===== src/inc/abx_pkg.sv =====
/*
 * constants, encodings and the state layout of the accumulator
 * execution block.
 * assumes nothing beyond a SystemVerilog compiler; has no logic.
 */
`default_nettype none

package abx_pkg;

   // ****************************************
   // register map, byte addresses on apb
   // ****************************************
   localparam logic [7:0] REG_CTRL = 8'h00;
   localparam logic [7:0] REG_ACC = 8'h04;
   localparam logic [7:0] REG_FLAGS = 8'h08;
   localparam logic [7:0] REG_SKIPS = 8'h0c;

   // ****************************************
   // field positions
   // ****************************************
   localparam int CTRL_EN_BIT = 0;
   localparam int CTRL_PRESC_BIT = 1;
   localparam int FLAG_C_BIT = 0;
   localparam int FLAG_HALF_CARRY_BIT = 1;
   localparam int FLAG_Z_BIT = 2;

   // ****************************************
   // reset values and fixed addresses
   // ****************************************
   localparam logic [7:0] ACC_RST = 8'h00;
   localparam logic CTRL_EN_RST = 1'b1;
   localparam logic CTRL_PRESC_RST = 1'b0;
   localparam logic [2:0] FLAGS_RST = 3'h0;
   localparam logic [15:0] SKIPS_RST = 16'h0000;
   // file address of timer_count_reg
   localparam logic [6:0] TIMER_ADDR = 7'h01;

   // ****************************************
   // operations and sequencing
   // ****************************************
   typedef enum logic [2:0] {
      ADD_IMMEDIATE_TO_ACC = 3'b000,
      ADD_ACC_AND_REG = 3'b001,
      AND_IMMEDIATE_WITH_ACC = 3'b010,
      AND_ACC_WITH_REG = 3'b011,
      SINGLE_BIT_CLEAR = 3'b100,
      SINGLE_BIT_SET = 3'b101,
      TEST_SKIP_WHEN_ZERO = 3'b110,
      TEST_SKIP_WHEN_ONE = 3'b111
   } abx_op_t;

   // run: execute; discard: next instruction becomes a no-op
   typedef enum logic [0:0] {
      SEQ_RUN = 1'b0,
      SEQ_DISCARD = 1'b1
   } abx_seq_t;

   typedef struct packed {
      logic [7:0] acc;
      logic carry;
      logic halfCarryFlag;
      logic zero;
      logic execEn;
      logic prescAssigned;
      abx_seq_t seq;
      logic wrEn;
      logic [6:0] wrAddr;
      logic [7:0] wrData;
      logic prescClr;
      logic nopSlot;
      logic [15:0] skips;
      logic [31:0] prdata;
      logic pslverr;
   } abx_state_t;

endpackage

`default_nettype wire


===== src/inc/abx_alu_if.sv =====
/*
 * operand and result bundle between the execution core and its alu.
 * assumes the alu answers combinationally within the same cycle.
 */
`timescale 1ns/1ps
`default_nettype none

interface abx_alu_if;
   abx_pkg::abx_op_t op;
   logic [7:0] opA;
   logic [7:0] opB;
   logic [2:0] bitSel;
   logic [7:0] res;
   logic carry;
   logic halfCarry;
   logic zero;
   logic bitVal;

   modport alu (
      input op, opA, opB, bitSel,
      output res, carry, halfCarry, zero, bitVal
   );

   modport core (
      output op, opA, opB, bitSel,
      input res, carry, halfCarry, zero, bitVal
   );
endinterface

`default_nettype wire


===== src/design/abx_alu.sv =====
/*
 * combinational alu: add, and, bit clear, bit set and bit test.
 * assumes opB already holds the immediate or the file operand.
 */
`timescale 1ns/1ps
`default_nettype none

module abx_alu (
   // operands in, results out
   abx_alu_if.alu a
);

   logic [8:0] sum9;
   logic [4:0] low5;
   logic [7:0] mask;

   // ****************************************
   // datapath
   // ****************************************

   // nine and five bit sums expose carry out of bit 7 and bit 3
   always_comb begin
      sum9 = {1'b0, a.opA} + {1'b0, a.opB};
      low5 = {1'b0, a.opA[3:0]} + {1'b0, a.opB[3:0]};
      mask = 8'h01 << a.bitSel;
      a.carry = sum9[8];
      a.halfCarry = low5[4];
      a.bitVal = a.opB[a.bitSel];
      case (a.op)
         abx_pkg::ADD_IMMEDIATE_TO_ACC,
         abx_pkg::ADD_ACC_AND_REG: a.res = sum9[7:0];
         abx_pkg::AND_IMMEDIATE_WITH_ACC,
         abx_pkg::AND_ACC_WITH_REG: a.res = a.opA & a.opB;
         abx_pkg::SINGLE_BIT_CLEAR: a.res = a.opB & ~mask;
         abx_pkg::SINGLE_BIT_SET: a.res = a.opB | mask;
         default: a.res = a.opB;
      endcase
      a.zero = (a.res == 8'h00);
   end

endmodule

`default_nettype wire


===== src/design/abx_exec.sv =====
/*
 * execution core for eight byte and bit instructions: accumulator,
 * flags, file register write-back, skip sequencing and an apb slave.
 * assumes a decoder that presents one instruction with instValid,
 * a register file that returns fileRdData for fileRdAddr in the
 * same cycle, and a sequencer that follows nopSlot.
 * apb answers with no wait states; ce low freezes every flop.
 */
// Notes on behaviour
// - add immediate adds byte to accumulator, result to accumulator, sets carry, half carry, zero.
// - add register adds accumulator and file register, sets carry, half carry, zero.
// - destination bit 0 writes accumulator, 1 writes the file register back.
// - and immediate ands byte into accumulator, changes only Z.
// - and register ands accumulator with file register to destination, only Z.
// - bit clear zeroes one bit of a file register, flags unchanged.
// - bit set forces one bit of a file register high, flags unchanged.
// - skip-when-zero: zero bit discards next instruction as a no-op.
// - skip-when-one: one bit discards next instruction as a no-op.
// - read-modify of an io register uses pin values, not the latch.
// - writing the timer register clears the prescaler when assigned to it.
`timescale 1ns/1ps
`default_nettype none

module abx_exec (
   // clock, reset, enable
   input wire logic core_clk,
   input wire logic rst,
   input wire logic ce,

   // instruction from the decoder
   input wire logic instValid,
   output logic instReady,
   input wire abx_pkg::abx_op_t instOp,
   input wire logic [7:0] instImm,
   input wire logic [6:0] instAddr,
   input wire logic instDest,
   input wire logic [2:0] instBit,

   // register file read side
   output logic [6:0] fileRdAddr,
   input wire logic [7:0] fileRdData,
   input wire logic fileIsIo,
   input wire logic [7:0] ioPinData,

   // register file write side
   output logic fileWrEn,
   output logic [6:0] fileWrAddr,
   output logic [7:0] fileWrData,

   // sequencer and timer
   output logic nopSlot,
   output logic skipPending,
   output logic prescClr,

   // accumulator and flags
   output logic [7:0] accOut,
   output logic carryOut,
   output logic halfCarryOut,
   output logic zeroOut,

   // apb slave
   input wire logic psel,
   input wire logic penable,
   input wire logic pwrite,
   input wire logic [7:0] paddr,
   input wire logic [31:0] pwdata,
   output logic [31:0] prdata,
   output logic pready,
   output logic pslverr
);

   // ****************************************
   // state
   // ****************************************
   localparam abx_pkg::abx_state_t STATE_RST = '{
      acc: abx_pkg::ACC_RST,
      carry: abx_pkg::FLAGS_RST[abx_pkg::FLAG_C_BIT],
      halfCarryFlag: abx_pkg::FLAGS_RST[abx_pkg::FLAG_HALF_CARRY_BIT],
      zero: abx_pkg::FLAGS_RST[abx_pkg::FLAG_Z_BIT],
      execEn: abx_pkg::CTRL_EN_RST,
      prescAssigned: abx_pkg::CTRL_PRESC_RST,
      seq: abx_pkg::SEQ_RUN,
      wrEn: 1'b0,
      wrAddr: 7'h00,
      wrData: 8'h00,
      prescClr: 1'b0,
      nopSlot: 1'b0,
      skips: abx_pkg::SKIPS_RST,
      prdata: 32'h00000000,
      pslverr: 1'b0
   };

   // whole state in one register, next value built below
   abx_pkg::abx_state_t s_q;
   abx_pkg::abx_state_t s_d;

   // operand and result bundle for the alu
   abx_alu_if aluBus ();

   // combinational glue
   logic take;
   logic [7:0] fileOperand;
   logic regOp;
   logic apbSetup;
   logic apbWrite;
   logic [31:0] rdMux;
   logic rdErr;

   // ****************************************
   // alu
   // ****************************************
   abx_alu u_alu (
      .a (aluBus.alu)
   );

   // io registers are read back from the pins so that an input
   // pulled low externally is written back as it is seen
   assign fileOperand = fileIsIo ? ioPinData : fileRdData;

   // immediate forms take the literal, the rest the file operand
   always_comb begin
      regOp = (instOp != abx_pkg::ADD_IMMEDIATE_TO_ACC) &&
              (instOp != abx_pkg::AND_IMMEDIATE_WITH_ACC);
      aluBus.op = instOp;
      aluBus.opA = s_q.acc;
      aluBus.opB = regOp ? fileOperand : instImm;
      aluBus.bitSel = instBit;
   end

   // ****************************************
   // handshakes and outputs
   // ****************************************

   // ready only gates on the enable bit; skip slots still consume
   assign instReady = s_q.execEn;
   assign take = instValid && s_q.execEn;
   assign fileRdAddr = instAddr;

   // write port straight from flops, so the file sees no glitches
   assign fileWrEn = s_q.wrEn;
   assign fileWrAddr = s_q.wrAddr;
   assign fileWrData = s_q.wrData;

   // nopSlot and prescClr pulse for one cycle each; skipPending holds until the discarded slot
   assign nopSlot = s_q.nopSlot;
   assign skipPending = (s_q.seq == abx_pkg::SEQ_DISCARD);
   assign prescClr = s_q.prescClr;

   // accumulator and flags as registered
   assign accOut = s_q.acc;
   assign carryOut = s_q.carry;
   assign halfCarryOut = s_q.halfCarryFlag;
   assign zeroOut = s_q.zero;

   // zero wait states: read data is captured in the setup cycle
   assign apbSetup = psel && !penable;
   assign apbWrite = psel && penable && pwrite;
   assign pready = psel && penable;
   assign prdata = s_q.prdata;
   assign pslverr = s_q.pslverr;

   // ****************************************
   // apb read decode
   // ****************************************

   // unmapped or misaligned words read zero and flag an error
   always_comb begin
      rdMux = 32'h00000000;
      rdErr = 1'b0;
      case (paddr)
         abx_pkg::REG_CTRL: begin
            rdMux[abx_pkg::CTRL_EN_BIT] = s_q.execEn;
            rdMux[abx_pkg::CTRL_PRESC_BIT] = s_q.prescAssigned;
         end
         abx_pkg::REG_ACC: rdMux[7:0] = s_q.acc;
         abx_pkg::REG_FLAGS: begin
            rdMux[abx_pkg::FLAG_C_BIT] = s_q.carry;
            rdMux[abx_pkg::FLAG_HALF_CARRY_BIT] = s_q.halfCarryFlag;
            rdMux[abx_pkg::FLAG_Z_BIT] = s_q.zero;
         end
         abx_pkg::REG_SKIPS: rdMux[15:0] = s_q.skips;
         default: rdErr = 1'b1;
      endcase
   end

   // ****************************************
   // next state
   // ****************************************
   // pulses default low; every other field holds unless written
   always_comb begin
      s_d = s_q;
      s_d.wrEn = 1'b0;
      s_d.prescClr = 1'b0;
      s_d.nopSlot = 1'b0;

      // apb side first, so a same-cycle instruction result wins
      if (apbSetup) begin
         s_d.prdata = rdMux;
         s_d.pslverr = rdErr;
      end
      // access phase write; skips and unmapped words ignore it
      if (apbWrite) begin
         case (paddr)
            abx_pkg::REG_CTRL: begin
               s_d.execEn = pwdata[abx_pkg::CTRL_EN_BIT];
               s_d.prescAssigned = pwdata[abx_pkg::CTRL_PRESC_BIT];
            end
            abx_pkg::REG_ACC: s_d.acc = pwdata[7:0];
            abx_pkg::REG_FLAGS: begin
               s_d.carry = pwdata[abx_pkg::FLAG_C_BIT];
               s_d.halfCarryFlag = pwdata[abx_pkg::FLAG_HALF_CARRY_BIT];
               s_d.zero = pwdata[abx_pkg::FLAG_Z_BIT];
            end
            default: s_d.skips = s_q.skips;
         endcase
      end

      // instruction side, last so it overrides a bus write
      if (take) begin
         case (s_q.seq)
            abx_pkg::SEQ_DISCARD: begin
               // second cycle of a taken skip: only the nop pulse and the skip count
               s_d.nopSlot = 1'b1;
               s_d.seq = abx_pkg::SEQ_RUN;
               s_d.skips = s_q.skips + 16'h0001;
            end
            abx_pkg::SEQ_RUN: begin
               case (instOp)
                  abx_pkg::ADD_IMMEDIATE_TO_ACC: begin
                     s_d.acc = aluBus.res;
                     s_d.carry = aluBus.carry;
                     s_d.halfCarryFlag = aluBus.halfCarry;
                     s_d.zero = aluBus.zero;
                  end
                  abx_pkg::ADD_ACC_AND_REG: begin
                     s_d.carry = aluBus.carry;
                     s_d.halfCarryFlag = aluBus.halfCarry;
                     s_d.zero = aluBus.zero;
                     if (!instDest) begin
                        s_d.acc = aluBus.res;
                     end else begin
                        s_d.wrEn = 1'b1;
                     end
                  end
                  abx_pkg::AND_IMMEDIATE_WITH_ACC: begin
                     s_d.acc = aluBus.res;
                     s_d.zero = aluBus.zero;
                  end
                  abx_pkg::AND_ACC_WITH_REG: begin
                     s_d.zero = aluBus.zero;
                     if (!instDest) begin
                        s_d.acc = aluBus.res;
                     end else begin
                        s_d.wrEn = 1'b1;
                     end
                  end
                  abx_pkg::SINGLE_BIT_CLEAR,
                  abx_pkg::SINGLE_BIT_SET: begin
                     s_d.wrEn = 1'b1;
                  end
                  abx_pkg::TEST_SKIP_WHEN_ZERO: begin
                     if (!aluBus.bitVal) begin
                        s_d.seq = abx_pkg::SEQ_DISCARD;
                     end
                  end
                  abx_pkg::TEST_SKIP_WHEN_ONE: begin
                     if (aluBus.bitVal) begin
                        s_d.seq = abx_pkg::SEQ_DISCARD;
                     end
                  end
                  default: s_d.seq = abx_pkg::SEQ_RUN;
               endcase
               // a file write-back to the timer resets its prescaler when it is assigned
               if (s_d.wrEn) begin
                  s_d.wrAddr = instAddr;
                  s_d.wrData = aluBus.res;
                  s_d.prescClr = (instAddr == abx_pkg::TIMER_ADDR) &&
                                 s_q.prescAssigned;
               end
            end
            default: s_d.seq = abx_pkg::SEQ_RUN;
         endcase
      end
   end

   // ****************************************
   // state register
   // ****************************************

   // synchronous reset beats the enable so reset never stalls
   always_ff @(posedge core_clk) begin
      if (rst) begin
         s_q <= STATE_RST;
      end else if (ce) begin
         s_q <= s_d;
      end
   end

endmodule

`default_nettype wire


===== config.mk =====
export PLATFORM = sky130hd
export DESIGN_NAME = abx_exec
export DESIGN_NICKNAME = d
export VERILOG_FILES = /design/src/inc/abx_pkg.sv /design/src/inc/abx_alu_if.sv /design/src/design/abx_alu.sv /design/src/design/abx_exec.sv
export SDC_FILE = /design/constraint.sdc
export NUM_CORES = 1
export LEC_CHECK = 0
export BUFFER_PORTS_ARGS = -buffer_cell sky130_fd_sc_hd__buf_2
export CAP_MARGIN = 5
export CORE_MARGIN = 2
export CORE_UTILIZATION = 50
export DETAILED_ROUTE_END_ITERATION = 8
export MAX_ROUTING_LAYER = met4
export PLACE_DENSITY = 0.9
export SLEW_MARGIN = 20
export SYNTH_ARGS = -nofsm -noshare
export SYNTH_HDL_FRONTEND = slang
export SYNTH_HIERARCHICAL = 1
export SYNTH_SLANG_ARGS = --single-unit

===== constraint.sdc =====
create_clock -name core_clk -period 4.4 [get_ports core_clk]
set_clock_uncertainty 0.1 [all_clocks]
set_input_delay 0.44 -clock core_clk [delete_from_list [all_inputs] [get_ports core_clk]]
set_output_delay 0.44 -clock core_clk [all_outputs]
set_load 0.01 [all_outputs]

-- Word-level counts from Yosys, hierarchy flattened
Cells that the tools add are included.
- register bits after elaboration: 65
- output and inout bits: 72
- word-level logic and storage cells: 92
- add/sub/neg operators: 3
- order comparisons: 1
- eq/ne operators: 12
- shifts and indexed selects: 1
- mux-type cells: 32
- bitwise operators: 5
- reductions and logical operators: 23
- operator list (operator ; count):
    $mux 8 ; 5
    $mux 17 ; 2
    $mux 34 ; 1
    $pmux 8 s4 ; 1
    $mux 11 ; 2
    $add 16x1->16 const B ; 1
    $and 8x8->8 ; 2
    $eq 8x4->1 const B ; 2
    $logic_not 8->1 ; 2
    $mux 16 ; 1
    $pmux 8 s2 ; 1
    $mux 13 ; 1
    $eq 3x3->1 const B ; 4
    $pmux 5 s2 ; 1
    $reduce_or 2->1 ; 5
    $add 8x8->9 ; 1
    $eq 8x3->1 const B ; 1
    $mux 1 ; 8
    $not 8->8 ; 1
    $or 8x8->8 ; 1
    $pmux 2 s4 ; 1
    $reduce_or 4->1 ; 2
    $shl 1x3->8 const A ; 1
    $eq 7x1->1 const B ; 1
    18 further kinds ; 29

-- Logic depth before layout (Yosys ltp)
- word-level depth: 9
- gate-level depth with buffers: 16

-- Cells and area by module
Netlist, hierarchy kept.
- modules (own cells, without submodules) (module ; times used ; cells an instance ; area an instance (µm²) ; sequential area each (µm²)):
    abx_exec ; 1 ; 411 ; 3562.2 ; 1301.2
    abx_alu ; 1 ; 102 ; 758.2 ; 0.0

-- Least setup slack after synthesis
OpenSTA, ideal clock, no wires.
- path kind: in2reg
- from: input port instOp[2]
- to: register s_q, in the netlist zeroOut
- library setup time: 0.059 ns
- arrival: 3.728 ns
- data required time: 4.241 ns
- setup slack: 0.513 ns
- stages: 16
- path buffers: 2
- cells stage by stage: or2_2 -> clkbuf_1 -> clkbuf_1 -> a21oi_1 -> ha_1 -> inv_1 -> fa_1 -> nand2b_1 -> a21oi_1 -> xor2_1 -> a221o_1 -> or4b_1 -> nor4_2 -> mux2i_1 -> o21ai_0 -> o311a_1
- word-level cells in the longest chain between the ends: 9
- RTL lines (item ; RTL line ; text):
    start, declared ; abx_exec.sv:33 ; input wire abx_pkg::abx_op_t instOp,
    $ne 3x2->1 or $reduce_bool 3->1 (tied branches) ; abx_exec.sv:123, abx_exec.sv:122 ;
    $logic_and 1x1->1 (*) ; abx_exec.sv:122 ; regOp = (instOp != abx_pkg::ADD_IMMEDIATE_TO_ACC) &&
    $mux 8 (*) ; abx_exec.sv:126 ; aluBus.opB = regOp ? fileOperand : instImm;
    named net aluBus.opB[0] ; abx_alu_if.sv:11 ; logic [7:0] opB;
    $add 8x8->9 (*) ; abx_alu.sv:23 ; sum9 = {1'b0, a.opA} + {1'b0, a.opB};
    $pmux 8 s4 (*) ; abx_alu.sv:29 ; case (a.op)
    named net aluBus.res[4] ; abx_alu_if.sv:13 ; logic [7:0] res;
    $logic_not 8->1 (*) ; abx_alu.sv:38 ; a.zero = (a.res == 8'h00);
    named net aluBus.zero ; abx_alu_if.sv:16 ; logic zero;
    $mux 1 (*) ; abx_exec.sv:228 ; case (instOp)
    $mux 11 (*) ; abx_exec.sv:220 ; case (s_q.seq)
    $mux 11 (*) ; abx_exec.sv:219 ; if (take) begin
    end signal, assigned ; abx_exec.sv:293 ; s_q <= STATE_RST;
    end signal, assigned ; abx_exec.sv:295 ; s_q <= s_d;
    end, declared ; abx_exec.sv:94 ; abx_pkg::abx_state_t s_q;
Mark *: on every way through the listed nets, which the timed path passes. The rest lies on a longest branch.
A chain may end at the register's enable or synchronous reset.

-- Final worst setup path
- from: input port instOp[0]
- to: register s_q, in the netlist zeroOut
Same word-level chain as after synthesis.

==> out/results.txt <==
GRT overflow = 0
CP max FO = 16
DRC viols = 0
Synth Instances = 513
Final WS setup = 0.5580 ns
Ant. Diodes = 0
DR iter-0 viols = 354
Crit. End Element = flip-flop
f_max = 260.3 MHz
NumNets Final = 666
top cells by area, synth = dfxtp_1, buf_4, mux2i_1
RR Endpoint = zeroOut
Via Count = 3986
die area = 9400 µm²
smallest hold slack = 0.2545 ns
Lkg Pwr = 2.026 nW
synth unique cells = 61
1st-pass router iterations = 5
Row Count = 33
mean post-synth cell area = 8.422 µm²
register bit total from synthesis = 65
worst skew pair latency = 0.34 ns
CTS HTree Levels = 3
PortBufs = 117
max_slew headroom = 27.36%
Post-synth ARST share = 0%
M1 GR Usage = 29.74%
Fillers = 759
CP peak stage delay = 0.56 ns
hold endpoint = accOut[6]
most frequent CP cell = a21oi_1
main flop type after synthesis = dfxtp_1
Buf/Inv on CP = 2
post-synth top area share = 30.12%
first-pass GRT wire length = 17.88 mm
Reg2Reg Launch Point = accOut[0]
Most Crowded Layer GR = met2
Critical Path Start Type = primary input
slowest stage cell, crit path = or4b_1
met3 Usage GRT = 4.263%
area leader, netlist = dfxtp_1
Layout area overhead = 9.528%
arrival time at the worst endpoint = 4.02 ns
VDD IR max = 0.1904 mV
Die Y = 96.96 µm
CP Class = in -> reg
Max Root-Sink Buffers = 2
final setup fails = 0
CTS Hold Bufs = 0
I/O pin count = 158
number of global-route vias before repair = 3758
Power Dens Cells = 290.1 nW/µm²
clock sinks = 65
CTS root buffer = clkbuf_8
die width = 96.96 µm
ANT nets after route = 0
TNS Setup = 0 ns
EDFF count, synth = 0
initial antenna violation count = 0
outcome = finished clean
hold path start = pwdata[6]
share of cells above drive strength 1 = 27.13%
Post-CTS Resized = 0
fin. max-slew vios = 0
Least-Margin Pin Slew = 1.086 ns
routing usage on met2 = 37.50%
post-DR wirelength/cell = 16.04 µm
CTS tree = done
mapped cell area = 4320 µm²
Req. time, crit path = 4.58 ns
Max Cap Viol = 0
Hold Path Cell Cnt = 2
Final Hold Vio Count = 0
dpl ws = 0.2347 ns
largest net degree at the start of global routing = 40
worst r2r path cells = 12
Num CTS Buffers = 9
count leader, synth = buf_4
Via density = 5.862
CP top delay family = simple AND/OR/NAND/NOR gates
Synth warnings = 6
starting density of the core = 52.06%
Synth top cells by count = buf_4, dfxtp_1, nor2_1
routed wire length = 10.91 mm
Tcrit/Tclk final = 87.32%
R2R setup slack = 1.06 ns
sequential area share after synthesis = 30.12%
global-route usage over all layers = 23.41%
postcts setup bufs = 0
Post-DP HPWL = 8.164 mm
core area = 8299 µm²
Total Power = 1.373 mW
Hold Crit Class = in -> reg
RSZ-0062 raised after global routing = false
final worst path period need = 3.842 ns
Worst-path clk slew = 0.07 ns
GP Congestion = 0.8779
worst-path cell chain = buf_2 -> or2_2 -> a21oi_1 -> ha_1 -> inv_1 -> fa_1 -> nand2b_1 -> a21oi_1 -> xor2_1 -> a221o_1 -> or4b_1 -> nor4_2 -> mux2i_1 -> o21ai_0 -> o311a_1
==> through the flow <==
step	cells	utilization, %	area [µm²]
after global routing	680	57.02	4732
final	680	57.02	4732
after floorplan	528	-	4377
after global placement	664	54.65	4536
after CTS	680	57.02	4732
after detailed placement	664	54.65	4536
==> routing by layer <==
metal / part of all wire, % / wire, µm / vias up
li1: - / - / 1902
met1: 42 / 4629 / 1869
met2: 48 / 5185 / 197
met3: 8.1 / 880 / 18
met4: 1.9 / 210 / 0
met5: 0 / 0 / -
==> power breakdown <==
group	internal, mW	total, mW	switching (mW)	leakage, nW
clock	0.275	0.501	0.226	0.0953
sequential	0.600	0.614	0.0146	0.525
combinational	0.105	0.258	0.153	1.40
==> worst max-delay path by stage <==
stage | startpoint | depth (start not counted) | slack [ns] | endpoint
after global routing | instOp[0] | 15 | 0.34 | zeroOut
after global placement | instOp[0] | 15 | 0.31 | zeroOut
final | instOp[0] | 15 | 0.56 | zeroOut
after CTS | instOp[0] | 15 | 0.58 | zeroOut
after detailed placement | instOp[0] | 15 | 0.23 | zeroOut
after floorplan | instOp[2] | 16 | 0.51 | zeroOut
==> state kept, by name (all words and copies together) (netlist names), 7 cells and up <==
name        cells
prdata         16
fileWrData      8
s_q            17
accOut          8
fileWrAddr      7
==> layout make-up <==
type | instances | area (µm²) | area share, %
Sequential cell | 65 | 1301 | 27.50
Multi-Input combinational cell | 363 | 2450 | 51.77
Inverter | 10 | 37.54 | 0.7932
Clock inverter | 5 | 55.05 | 1.163
Clock buffer | 11 | 141.4 | 2.988
Timing Repair Buffer | 121 | 615.6 | 13.01
Tap cell | 105 | 131.4 | 2.776
==> cell families (layout without fill, tap and decap cells) <==
logic type                 Yosys count  in the layout  share of synthesized area, %
AOI/OAI and AO/OA                  101            101                         15.64
xor gates and xnor gates            15             15                         3.041
adders and majority gates           10             10                         3.070
buffers and inverters              100            147                         14.77
DFF                                 65             65                         30.12
muxes                               40             40                         10.83
other                                1             16                       0.08680
and+or+nand+nor                    181            181                         22.44
==> worst register-to-register path: stages, from the launching register on <==
cell,delay (ns)
dfxtp_1,0.47
ha_1,0.25
inv_1,0.06
fa_1,0.40
nand2b_1,0.16
a21oi_1,0.19
xor2_1,0.09
a221o_1,0.41
or4b_1,0.56
nor4_2,0.20
mux2i_1,0.13
o21ai_0,0.09
o311a_1,0.18
==> cell usage in the layout (no fill, tap or decap), types with 7 or more instances in the layout <==
cell and instances:
a31oi_1 7, dfxtp_1 65, inv_1 10, nand4_1 11, nor2_1 63, mux2i_1 28
buf_2 117, ha_1 9, a21oi_1 28, clkbuf_8 10, a32oi_1 9, nand2_1 24
o21ai_0 18, nor3_1 12, conb_1 16, nand3_1 13, xnor2_1 9, nor4_1 8
a221o_1 8, mux2_2 8
Power figures use the tool's default switching activity.
